===== config.mk =====
export PLATFORM = sky130hd
export DESIGN_NAME = quad_decoder_status_reload
export DESIGN_NICKNAME = d
export VERILOG_FILES = /design/src/core/quad_pkg.sv /design/src/core/quad_decoder_status_reload.sv
export SDC_FILE = /design/constraint.sdc
export NUM_CORES = 1
export LEC_CHECK = 0
export BUFFER_PORTS_ARGS = -buffer_cell sky130_fd_sc_hd__buf_2
export CAP_MARGIN = 5
export CORE_ASPECT_RATIO = 1.5
export CORE_MARGIN = 8
export CORE_UTILIZATION = 50
export CTS_CLUSTER_DIAMETER = 30
export DETAILED_ROUTE_END_ITERATION = 10
export PLACE_DENSITY_LB_ADDON = 0.1
export SLEW_MARGIN = 20
export SYNTH_ARGS = -nofsm -noshare
export SYNTH_HDL_FRONTEND = slang
export SYNTH_SLANG_ARGS = --single-unit
export TNS_END_PERCENT = 30

===== constraint.sdc =====
create_clock -name pclk -period 3.1 [get_ports pclk]
set_input_delay 0.62 -clock pclk [delete_from_list [all_inputs] [get_ports pclk]]
set_output_delay 0.62 -clock pclk [all_outputs]
set_load 0.005 [all_outputs]

===== src/core/quad_pkg.sv =====
// Package: register map, field layout and state of the quadrature status block
package quad_pkg;

    localparam int ADDR_W = 18;

    // Register indexes; byte address is four times the index
    localparam logic [15:0] STAT_IDX = 16'ha071;
    localparam logic [15:0] COUNT_IDX = 16'ha074;
    localparam logic [15:0] LIMIT_IDX = 16'ha076;
    localparam logic [15:0] ISTAT_IDX = 16'ha078;
    localparam logic [15:0] IMASK_IDX = 16'ha079;

    localparam logic [ADDR_W-1:0] STAT_ADDR = {STAT_IDX, 2'b00};
    localparam logic [ADDR_W-1:0] COUNT_ADDR = {COUNT_IDX, 2'b00};
    localparam logic [ADDR_W-1:0] LIMIT_ADDR = {LIMIT_IDX, 2'b00};
    localparam logic [ADDR_W-1:0] ISTAT_ADDR = {ISTAT_IDX, 2'b00};
    localparam logic [ADDR_W-1:0] IMASK_ADDR = {IMASK_IDX, 2'b00};

    // Bit positions in the status/reload register
    localparam int B_DIR = 7;
    localparam int B_FAULT = 6;
    localparam int B_RSEL = 4;
    localparam int B_TC = 3;
    localparam int B_IDX = 2;
    localparam int B_REV = 1;
    localparam int B_CNT = 0;

    // Event bit positions in interrupt status and mask
    localparam int E_CNT = 0;
    localparam int E_REV = 1;
    localparam int E_IDX = 2;
    localparam int E_TC = 3;
    localparam int E_FAULT = 4;
    localparam int EV_W = 5;

    // Reload select encodings
    localparam logic [1:0] RSEL_NONE = 2'h0;
    localparam logic [1:0] RSEL_INDEX = 2'h1;
    localparam logic [1:0] RSEL_TC = 2'h2;
    localparam logic [1:0] RSEL_BOTH = 2'h3;

    localparam logic [15:0] COUNT_RESET = 16'h0000;
    localparam logic [14:0] LIMIT_RESET = 15'h0000;

    typedef struct packed {
        logic quad_input_a;
        logic quad_input_b;
        logic index;
    } quad_in_t;

    typedef struct packed {
        logic primed;
        logic [1:0] ab_prev;
        logic idx_prev;
        logic dir_up;
        logic phase_fault_flag;
        logic [1:0] reload_select;
        logic terminal_count_flag;
        logic index_event_flag;
        logic reversal_event_flag;
        logic count_change_flag;
        logic [15:0] position_count;
        logic [14:0] position_limit;
        logic [EV_W-1:0] int_stat;
        logic [EV_W-1:0] int_mask;
        logic pready;
        logic pslverr;
        logic [31:0] prdata;
        logic irq;
    } state_t;

    localparam state_t STATE_RESET = '0;

endpackage


===== src/core/quad_decoder_status_reload.sv =====
// Quadrature decoder status flags, reload control and APB register slave
//
// The APB slave port was chosen for this implementation.
`timescale 1ns/1ps

module quad_decoder_status_reload
    import quad_pkg::*;
(
    input wire logic pclk,
    input wire logic presetn,
    input wire logic psel,
    input wire logic penable,
    input wire logic pwrite,
    input wire logic [ADDR_W-1:0] paddr,
    input wire logic [31:0] pwdata,
    input wire logic [3:0] pstrb,
    output logic [31:0] prdata,
    output logic pready,
    output logic pslverr,
    input wire quad_in_t quad_in,
    output logic irq
);

    state_t st_reg;
    state_t st_next;

    logic [1:0] ab_cur;
    logic [1:0] ab_chg;
    logic step;
    logic both_chg;
    logic step_up;
    logic up_now;
    logic idx_ev;
    logic at_term;
    logic tc_ev;
    logic rev_ev;
    logic reload;
    logic [15:0] reload_val;
    logic [15:0] limit_ext;
    logic acc;
    logic done;
    logic wr;
    logic mapped;
    logic wr_stat;
    logic wr_cnt_lo;
    logic wr_cnt_hi;
    logic wr_lim_lo;
    logic wr_lim_hi;
    logic wr_istat;
    logic wr_imask;
    logic [7:0] stat_view;
    logic [31:0] rd_mux;
    logic [EV_W-1:0] ev_vec;

    assign ab_cur = {quad_in.quad_input_a, quad_in.quad_input_b};
    assign ab_chg = st_reg.primed ? (ab_cur ^ st_reg.ab_prev) : 2'b00;
    assign step = ab_chg[1] ^ ab_chg[0];
    assign both_chg = &ab_chg;
    // Forward sequence 00,10,11,01: new A differs from old B
    assign step_up = ab_cur[1] ^ st_reg.ab_prev[0];
    assign up_now = step ? step_up : st_reg.dir_up;
    assign idx_ev = st_reg.primed & quad_in.index & ~st_reg.idx_prev;
    assign limit_ext = {1'b0, st_reg.position_limit};
    assign at_term = up_now ? (st_reg.position_count == limit_ext)
                            : (st_reg.position_count == COUNT_RESET);
    assign tc_ev = step & at_term;
    assign rev_ev = step & (step_up != st_reg.dir_up);
    // reload source per select; neither bit set
    assign reload = (idx_ev & st_reg.reload_select[0])
                  | (tc_ev & st_reg.reload_select[1]);
    assign reload_val = up_now ? COUNT_RESET : limit_ext;
    assign ev_vec = {both_chg, tc_ev, idx_ev, rev_ev, step};

    assign acc = psel & penable;
    assign done = acc & st_reg.pready;
    assign wr = done & pwrite;
    assign mapped = (paddr == STAT_ADDR) | (paddr == COUNT_ADDR)
                  | (paddr == LIMIT_ADDR) | (paddr == ISTAT_ADDR)
                  | (paddr == IMASK_ADDR);
    assign wr_stat = wr & (paddr == STAT_ADDR) & pstrb[0];
    assign wr_cnt_lo = wr & (paddr == COUNT_ADDR) & pstrb[0];
    assign wr_cnt_hi = wr & (paddr == COUNT_ADDR) & pstrb[1];
    assign wr_lim_lo = wr & (paddr == LIMIT_ADDR) & pstrb[0];
    assign wr_lim_hi = wr & (paddr == LIMIT_ADDR) & pstrb[1];
    assign wr_istat = wr & (paddr == ISTAT_ADDR) & pstrb[0];
    assign wr_imask = wr & (paddr == IMASK_ADDR) & pstrb[0];

    assign stat_view = {st_reg.dir_up, st_reg.phase_fault_flag,
                        st_reg.reload_select, st_reg.terminal_count_flag,
                        st_reg.index_event_flag, st_reg.reversal_event_flag,
                        st_reg.count_change_flag};

    always_comb begin
        rd_mux = 32'h0000_0000;
        if (paddr == STAT_ADDR) begin
            rd_mux = {24'h00_0000, stat_view};
        end else if (paddr == COUNT_ADDR) begin
            rd_mux = {16'h0000, st_reg.position_count};
        end else if (paddr == LIMIT_ADDR) begin
            rd_mux = {17'h0_0000, st_reg.position_limit};
        end else if (paddr == ISTAT_ADDR) begin
            rd_mux = {27'h000_0000, st_reg.int_stat};
        end else if (paddr == IMASK_ADDR) begin
            rd_mux = {27'h000_0000, st_reg.int_mask};
        end
    end

    always_comb begin
        st_next = st_reg;
        st_next.primed = 1'b1;
        st_next.ab_prev = ab_cur;
        st_next.idx_prev = quad_in.index;
        if (step) begin
            st_next.dir_up = step_up;
        end

        // set wins over a clearing write
        st_next.phase_fault_flag = (st_reg.phase_fault_flag
            & ~(wr_stat & ~pwdata[B_FAULT])) | both_chg;
        // write 0 clears, write 1 keeps, event wins
        st_next.terminal_count_flag = (st_reg.terminal_count_flag
            & ~(wr_stat & ~pwdata[B_TC])) | tc_ev;
        st_next.index_event_flag = (st_reg.index_event_flag
            & ~(wr_stat & ~pwdata[B_IDX])) | idx_ev;
        st_next.count_change_flag = (st_reg.count_change_flag
            & ~(wr_stat & ~pwdata[B_CNT])) | step;
        st_next.reversal_event_flag = (st_reg.reversal_event_flag
            & ~(wr_stat & ~pwdata[B_REV])) | rev_ev;
        if (wr_stat) begin
            st_next.reload_select = pwdata[B_RSEL+1:B_RSEL];
        end

        if (reload) begin
            st_next.position_count = reload_val;
        end else if (step) begin
            st_next.position_count = step_up
                ? st_reg.position_count + 16'h0001
                : st_reg.position_count - 16'h0001;
        end
        // Software load beats a same-cycle step
        if (wr_cnt_lo) begin
            st_next.position_count[7:0] = pwdata[7:0];
        end
        if (wr_cnt_hi) begin
            st_next.position_count[15:8] = pwdata[15:8];
        end
        if (wr_lim_lo) begin
            st_next.position_limit[7:0] = pwdata[7:0];
        end
        if (wr_lim_hi) begin
            st_next.position_limit[14:8] = pwdata[14:8];
        end

        // Interrupt status: write one to clear, set wins
        st_next.int_stat = (st_reg.int_stat
            & ~(wr_istat ? pwdata[EV_W-1:0] : '0)) | ev_vec;
        if (wr_imask) begin
            st_next.int_mask = pwdata[EV_W-1:0];
        end
        st_next.irq = |(st_next.int_stat & st_next.int_mask);

        // One wait state: answer on second access cycle
        st_next.pready = acc & ~st_reg.pready;
        st_next.pslverr = acc & ~st_reg.pready & ~mapped;
        st_next.prdata = (acc & ~st_reg.pready & ~pwrite & mapped)
                       ? rd_mux : 32'h0000_0000;
    end

    always_ff @(posedge pclk or negedge presetn) begin
        if (!presetn) begin
            st_reg <= STATE_RESET;
        end else begin
            st_reg <= st_next;
        end
    end

    assign prdata = st_reg.prdata;
    assign pready = st_reg.pready;
    assign pslverr = st_reg.pslverr;
    assign irq = st_reg.irq;
endmodule // quad_decoder_status_reload


Word-level counts from Yosys, hierarchy flattened:

Index checks and enable logic that the tools add are counted.

* equality and inequality tests: 7
* mux-type cells: 17
* shift-type cells: 0
* multiply operators: 0
* div/mod/pow operators: 0
* order comparisons: 0
* reduce and logical (&&, ||, !) cells: 5
* bitwise logic cells: 66
* $add $sub $neg: 2

Operator list (count)
* 18-bit == test, second input constant: 5
* 16-bit two-way mux: 4
* 32-bit two-way mux: 2
* 1-bit AND: 35
* 15-bit two-way mux: 2
* 5-bit two-way mux: 4
* 16-bit by 1-bit adder with 16-bit output, second input constant: 1
* 16-bit by 15-bit == test with 1-bit output: 1
* 16-bit logical NOT: 1
* 8-bit two-way mux: 2
* 16-bit by 1-bit subtractor with 16-bit output, second input constant: 1
* 1-bit NOT: 14
* 5-bit AND: 2
* 1-bit bitwise OR: 10
* 3-bit nonzero test: 2
* 5-bit NOT: 1
* 5-bit bitwise OR: 1
* 5-bit OR reduction: 1
* 1-bit two-way mux: 2
* 2-bit two-way mux: 1
* 2-bit AND reduction: 1
* 1-bit XOR: 2
* 2-bit XOR: 1
* 1-bit inequality test: 1

* output and inout bits: 35
* register bits: 88
* ROM bits: 0
* RAM bits: 0
* input bits: 62
* memories kept: 0
* latch bits: 0

Longest topological paths before layout:

Gate-level depths: netlist of the first run.

* word-level depth: 11
* gate-level depth with buffers: 10

Worst setup path before layout of the first run:

OpenSTA, ideal clock, no wires.

* path kind: input to register
* start point: input port quad_in[2] in the netlist's numbering
* end point: register st_reg[74] in the netlist's numbering
* stages on the path: 10
* slack: -0.211 ns
* data required time: 3.029 ns
* arrival time: 3.240 ns
* library setup time: 0.071 ns
* path through: xor2_1 inv_1 ha_1 o21ai_0 a21oi_1 o31a_1 o41ai_1 o21a_1 mux2_2 nor2_1

* longest elaborated chain between the ends: 10
* elaborated cells between the ends (all ways): 15

Ends and longest elaborated chain
* start, declared: line quad_decoder_status_reload.sv:20 `input wire quad_in_t quad_in,`
* 2-bit XOR: line quad_decoder_status_reload.sv:56 `assign ab_chg = st_reg.primed ? (ab_cur ^ st_reg.ab_prev) : 2'b00;`
* 2-bit two-way mux: line quad_decoder_status_reload.sv:56
* 1-bit XOR: line quad_decoder_status_reload.sv:57 `assign step = ab_chg[1] ^ ab_chg[0];`
* 1-bit two-way mux
* 1-bit two-way mux: line quad_decoder_status_reload.sv:64 `assign at_term = up_now ? (st_reg.position_count == limit_ext)`
* 1-bit AND: line quad_decoder_status_reload.sv:66 `assign tc_ev = step & at_term;`
* 1-bit AND: line quad_decoder_status_reload.sv:70 `| (tc_ev & st_reg.reload_select[1]);`
* 1-bit bitwise OR: line quad_decoder_status_reload.sv:70
* 16-bit two-way mux: line quad_decoder_status_reload.sv:133 `if (reload) begin`
* 8-bit two-way mux: line quad_decoder_status_reload.sv:144 `if (wr_cnt_hi) begin`
* end signal, assigned: line quad_decoder_status_reload.sv:173 `st_reg <= st_next;`
* end, declared: line quad_decoder_status_reload.sv:24 `state_t st_reg;`

Parallel ways exist; a longest one is shown, timed or not. The select of a mux whose other input is x is not followed.
A chain may end at the register's enable or synchronous reset.

Final worst setup path of the first run:

* start point: register st_reg, in the netlist limit_ext[1]
* end point: register st_reg[70] in the netlist's numbering

* longest elaborated chain between the ends: 7
* elaborated cells between the ends (all ways): 8

Ends and longest elaborated chain (line)
* 16-bit by 15-bit == test with 1-bit output *: quad_decoder_status_reload.sv:64
* 1-bit two-way mux *: quad_decoder_status_reload.sv:64
* 1-bit AND *: quad_decoder_status_reload.sv:66
* 1-bit AND *: quad_decoder_status_reload.sv:70
* 1-bit bitwise OR *: quad_decoder_status_reload.sv:70
* 16-bit two-way mux: quad_decoder_status_reload.sv:133
* 8-bit two-way mux: quad_decoder_status_reload.sv:144

Every way passes the cells marked *; elsewhere a longest branch is shown, timed or not.

==> impl_metrics.toml, run 1 <==
[placed_design]
dp_hpwl_um = 9970
globalplace.congestion = 0.874
place_ws_ns = -0.185
port_buffers = 62
placed_cell_area_mm2 = 0.00511

[routing]
drc_errors = 0
wl_met2_um = 7150
totalWireLength_um = 12900
ant_nets = 0
dr.first_iter.drc_count = 306
vias = 3892
firstDrtPassIters = 5
top_layer_used = "met4"
routedWlPerCell_um = 18.8
vias_per_cell = 5.67
wl_met3_um = 580
m1WireLength_um = 4610

[die]
fp.coreArea_mm2 = 0.00909
io_pins = 97
die_y_um = 133
dieWidth_um = 94.1
dieArea_mm2 = 0.0125
start_util_pct = 50.3
rows = 43

[clock_network]
clkTransAtPathRegs_ns = 0.06
cts_root_buf = "clkbuf_16"
postCtsSetupBuffers = 0
cts_buffers = 9
htreeDepth = 3
cts_resized = 0
clk_latency_ns = 0.33
clk_path_buf_depth = 2
cts_tree = "done"
cts.sinks = 72

[critical_path]
crit_path_end_kind = "flop"
cp.arrival_ns = 3.23
cp_top_family = "simple AND/OR/NAND/NOR gates"
required_ns = 3.31
cpMaxStageDelayCell = "o31ai_4"
r2r_start = "limit_ext[1]"
cp_max_fo = 15
rr_worst_depth = 7
crit_buf_inv = 0
cp-start-kind = "flop"
rr_endpoint = "st_reg[70]"
r2r_slack_ns = 0.08
path_cells = "xor2_1 > nor4_1 > nand4_1 > o31ai_4 > nor3_1 > a311oi_1 > o21ai_0"
slowest_delay_ns = 0.72
worstSetupPathType = "flop to flop"

[yosys]
syn_area_mm2 = 0.00458
ys_seq_area_share_pct = 39.4
async_reset_ff_share_pct = 100
yosys_warnings = 0
syn_avg_cell_area_um2 = 9.45
synth_edf_count = 0
yosys_most_used_dff = "dfrtp_1"
synth-seq-cells = 72
ys_types = 61
syn_inst = 484

[sta]
maxClockFrequency_mhz = 332
fin_crit_sh_pct = 97.3
rsz0062_at_grt = "false"
slew_violations = 0
worst_pin_slew_ns = 0.908
tns_ns = 0
fin_crit_ns = 3.02
fin_skew_ns = 0.00531
setup_viol = 0
hold_viol = 0
maxSlewHeadroom_pct = 39.4
setup_ws_ns = 0.0846

[global_route]
grt_pass1_wl_um = 20900
first_global_vias = 4177
grt_max_degree = 73
grt_use_total_pct = 21.5
antenna_found_initial = 0
grt_overflow = 0

[pwr]
p_clk_share_pct = 27.1
p_int_mw = 2.53
total_power_mw = 4.00
vdd_drop_max_mv = 0.365
switching_share_pct = 36.8
power_switching_mw = 1.47
power_frac_seq_pct = 29.8
powerDensity_mw_per_mm2 = 734
p_leak_nw = 2.51
combPwrFrac_pct = 43.1

[final_layout]
final_layout_size_suffix_gt1_share_pct = 28.0
nets = 647
final_common_cell = "dfrtp_1"
stdcell_area_mm2 = 0.00545
largest_register_ff_count = 38
insertedDiodeCount = 0
syn_to_final_growth_pct = 19.0
layout_common_cells = "dfrtp_1, buf_2, nand2_1"
fin_util_pct = 59.9

[status]
run_status = "finished clean"

[worst_hold_path]
hold_class = "input pin to flop"
holdPathStages = 1
min_from = "quad_in[0]"
min_to = "st_reg[84]"

[flow_run]
cap_violations = 0
cell usage after synthesis (all sizes together) (5+ instances only):
library cell / instances / area (µm²)
and2: 5 / 31.3
nor3: 11 / 71.3
xnor2: 6 / 52.6
a21o: 5 / 37.5
a311oi: 5 / 43.8
nand2: 50 / 190
mux2: 24 / 270
o21ai: 31 / 155
a21oi: 30 / 150
nand2b: 8 / 50.1
dfrtp: 72 / 1800
xor2: 23 / 201
a221oi: 6 / 52.6
buf: 38 / 273
clkbuf: 6 / 22.5
nor4: 13 / 118
inv: 11 / 41.3
ha: 15 / 188
nand3: 9 / 50.1
a31oi: 6 / 37.5
o31ai: 5 / 51.3
mux2i: 7 / 70.1
nor2: 48 / 180
worst reg2reg max path, stage by stage (launching register included):
cell      delay, ns
dfrtp_1        0.43
xor2_1         0.17
nor4_1         0.54
nand4_1        0.40
o31ai_4        0.72
nor3_1         0.23
a311oi_1       0.29
o21ai_0        0.12
stage by stage:
step                      hold slack (ns)  std cells
after global routing                0.412        686
after CTS                           0.405        686
final                               0.412        686
after global placement              0.484        669
after detailed placement            0.495        669
after floorplan                     0.324        499
power by group through the flow:
stage          Sequential (mW)  Combinational, mW  Clock (mW)
2_1_floorplan             1.19               1.09           0
3_3_place_gp              1.20               1.68           0
3_5_place_dp              1.20               1.71           0
4_1_cts                   1.19               1.72        1.11
5_1_grt                   1.20               1.90        1.14
6_report                  1.19               1.72        1.08
routing by layer:
metal	global-route usage, %	up-vias
met5	0	-
met4	13.3	0
met3	3.38	38
met2	39.2	115
met1	22.0	1864
li1	-	1875
cell families after synthesis:
kind of cell,synth area share (%)
xor+xnor,5.55
fa+ha+maj,4.54
buf+inv,7.36
mux,7.44
other cells,0.164
flops,39.4
simple gates,19.0
compound gates,16.6
worst max path at each step:
stage | start | endpoint | depth (start not counted)
floorplan | quad_in[2] | st_reg[74] | 10
global placement | quad_in[2] | st_reg[70] | 9
detailed placement | quad_in[2] | st_reg[70] | 9
CTS | st_reg[68] | st_reg[73] | 6
global route | st_reg[68] | st_reg[70] | 7
finish | limit_ext[1] | st_reg[70] | 7
area by class of cell:
type                       count  area [µm²]
clock buffer                  11         253
timing repair buffer         102         626
clock inverter                 5        62.6
inverter                      11        41.3
fill                         821        3650
sequential                    72        1800
multi-input combinational    373        2520
tap                          112         140
timing repair:
| item | 4_1_cts | 5_1_grt |
|---|---|---|
| hold buffers | 0 | 0 |
| endpoints found under the setup margin | 5 | 0 |
| endpoints found under the hold margin | 0 | 0 |
No activity file was read; power rests on OpenSTA's default activity.
==> inputs of run 2 (changes only) <==
--- a/config.mk
+++ b/config.mk
@@ -5,13 +5,13 @@
 export SDC_FILE = /design/constraint.sdc
 export NUM_CORES = 1
 export LEC_CHECK = 0
-export BUFFER_PORTS_ARGS = -buffer_cell sky130_fd_sc_hd__buf_2
 export CAP_MARGIN = 5
 export CORE_ASPECT_RATIO = 1.5
 export CORE_MARGIN = 8
 export CORE_UTILIZATION = 50
 export CTS_CLUSTER_DIAMETER = 30
 export DETAILED_ROUTE_END_ITERATION = 10
+export DONT_BUFFER_PORTS = 1
 export PLACE_DENSITY_LB_ADDON = 0.1
 export SLEW_MARGIN = 20
 export SYNTH_ARGS = -nofsm -noshare
==> run 2 against run 1 <==
Against the previous run:
- hold slack got worse by 0.24 ns
- critical path depth grew 2
- wire length decreased by 1.0%
- total power shrank 0.91%
- non-clock buffer count down 67
- sequential share of layout area rose by 2.1 points
- final cell count fell by 9.8%
- core utilization shrank 3.6 points
- first-iteration DRC count decreased by 34%
- clock power up 4%
- critical path type unchanged
==> impl_metrics.toml, run 2 (synthesized netlist as in run 1, its figures left out) <==
[status]
run_status = "finished clean"

[pwr]
p_clk_share_pct = 28.4
p_leak_nw = 2.23
powerDensity_mw_per_mm2 = 774
vdd_drop_max_mv = 0.479
combPwrFrac_pct = 42.2
power_switching_mw = 1.44
power_frac_seq_pct = 29.4
switching_share_pct = 36.3
total_power_mw = 3.96
p_int_mw = 2.52

[clock_network]
postCtsSetupBuffers = 0
htreeDepth = 3
clkTransAtPathRegs_ns = 0.06
clk_latency_ns = 0.34
cts_buffers = 9
clk_path_buf_depth = 2
cts_resized = 0
cts_root_buf = "clkbuf_16"
cts.sinks = 72
cts_tree = "done"

[critical_path]
required_ns = 3.32
cp.arrival_ns = 3.20
worstSetupPathType = "flop to flop"
cp-start-kind = "flop"
r2r_slack_ns = 0.12
crit_path_end_kind = "flop"
cp_max_fo = 13

[routing]
firstDrtPassIters = 6
vias = 3677
routedWlPerCell_um = 20.7
dr.first_iter.drc_count = 202
vias_per_cell = 5.94
ant_nets = 0
drc_errors = 0
totalWireLength_um = 12800

[final_layout]
largest_register_ff_count = 38
final_common_cell = "dfrtp_1"
fin_util_pct = 56.3
stdcell_count = 619
insertedDiodeCount = 0
syn_to_final_growth_pct = 11.9
layout_common_cells = "dfrtp_1, nand2_1, nor2_1"
final_layout_size_suffix_gt1_share_pct = 18.5
nets = 580

[placed_design]
port_buffers = 0
post-place-cells = 601
dp_hpwl_um = 9730
globalplace.congestion = 0.866
place_ws_ns = -0.0577

[global_route]
grt_overflow = 0
antenna_found_initial = 0
grt_use_total_pct = 21.2
grt_max_degree = 73
first_global_vias = 3919
grt_pass1_wl_um = 20400

[worst_hold_path]
hold_class = "input pin to asynchronous set/reset pin"

[sta]
maxSlewHeadroom_pct = 27.3
setup_ws_ns = 0.117
fin_crit_sh_pct = 96.2
slew_violations = 0
worst_pin_slew_ns = 1.08
fin_skew_ns = 0.00662
fin_crit_ns = 2.98
setup_viol = 0
maxClockFrequency_mhz = 335
hold_viol = 0
rsz0062_at_grt = "false"

[die]
io_pins = 97
die_y_um = 133
start_util_pct = 50.3
dieArea_mm2 = 0.0125
fp.coreArea_mm2 = 0.00909
dieWidth_um = 94.1
rows = 43

[flow_run]
cap_violations = 0
-- run 2: layer usage --
| layer | vias to the layer above | part of all wire [%] | global-route usage, % | routed length, µm |
|---|---|---|---|---|
| li1 | 1741 | - | - | - |
| met1 | 1809 | 35 | 21.4 | 4530 |
| met2 | 101 | 57 | 39.1 | 7250 |
| met3 | 26 | 5.0 | 4.50 | 640 |
| met4 | 0 | 2.9 | 11.0 | 374 |
| met5 | - | 0 | 0 | 0 |
-- run 2: timing repair --
item / 4_1_cts / 5_1_grt
hold endpoints to repair: 72 / 0
hold buffers: 1 / 0
setup endpoints to repair: 3 / 0
-- run 2: final timing paths --
check	from	to	cells after the start
max in group asynchronous	presetn	prdata[3]	1
worst max register to register	limit_ext[14]	st_reg[64]	9
min in group pclk	quad_in[2]	st_reg[86]	0
worst min-delay path	presetn	prdata[10]	1
worst max-delay path	limit_ext[14]	st_reg[64]	9
worst min register to register	st_reg[76]	st_reg[76]	2
-- run 2: worst max-delay path, stage by stage, from the launching register on --
cell	delay (ns)
dfrtp_1	0.42
xor2_1	0.16
nor4_1	0.45
buf_4	0.20
nand4_1	0.24
o31ai_4	0.70
buf_4	0.25
nor3_1	0.06
a311oi_1	0.29
o21ai_1	0.11
-- run 2: area by class of cell --
cell class	count	area (µm²)
inverters	11	41.3
clock buffers	13	280
well taps	112	140
clock inverters	3	46.3
fillers	812	3970
multi-input cells	373	2510
flip-flops and latches	72	1800
repair buffers	35	295
-- run 2: per-stage QoR --
step / setup TNS (ns) / instance area, µm² / hold WS, ns
finish: 0 / 5120 / 0.173
global route: 0 / 5120 / 0.186
CTS: 0 / 5120 / 0.182
detailed placement: -0.125 / 4750 / 0.327
global placement: 0 / 4750 / 0.327
floorplan: 0 / 4640 / 0.324
-- run 2: power groups by stage --
| stage | clock network [mW] | logic, mW | registers [mW] |
|---|---|---|---|
| after global routing | 1.18 | 1.83 | 1.18 |
| final | 1.12 | 1.67 | 1.16 |
| after floorplan | 0 | 1.09 | 1.19 |
| after detailed placement | 0 | 1.63 | 1.18 |
| after global placement | 0 | 1.60 | 1.17 |
| after CTS | 1.14 | 1.66 | 1.16 |
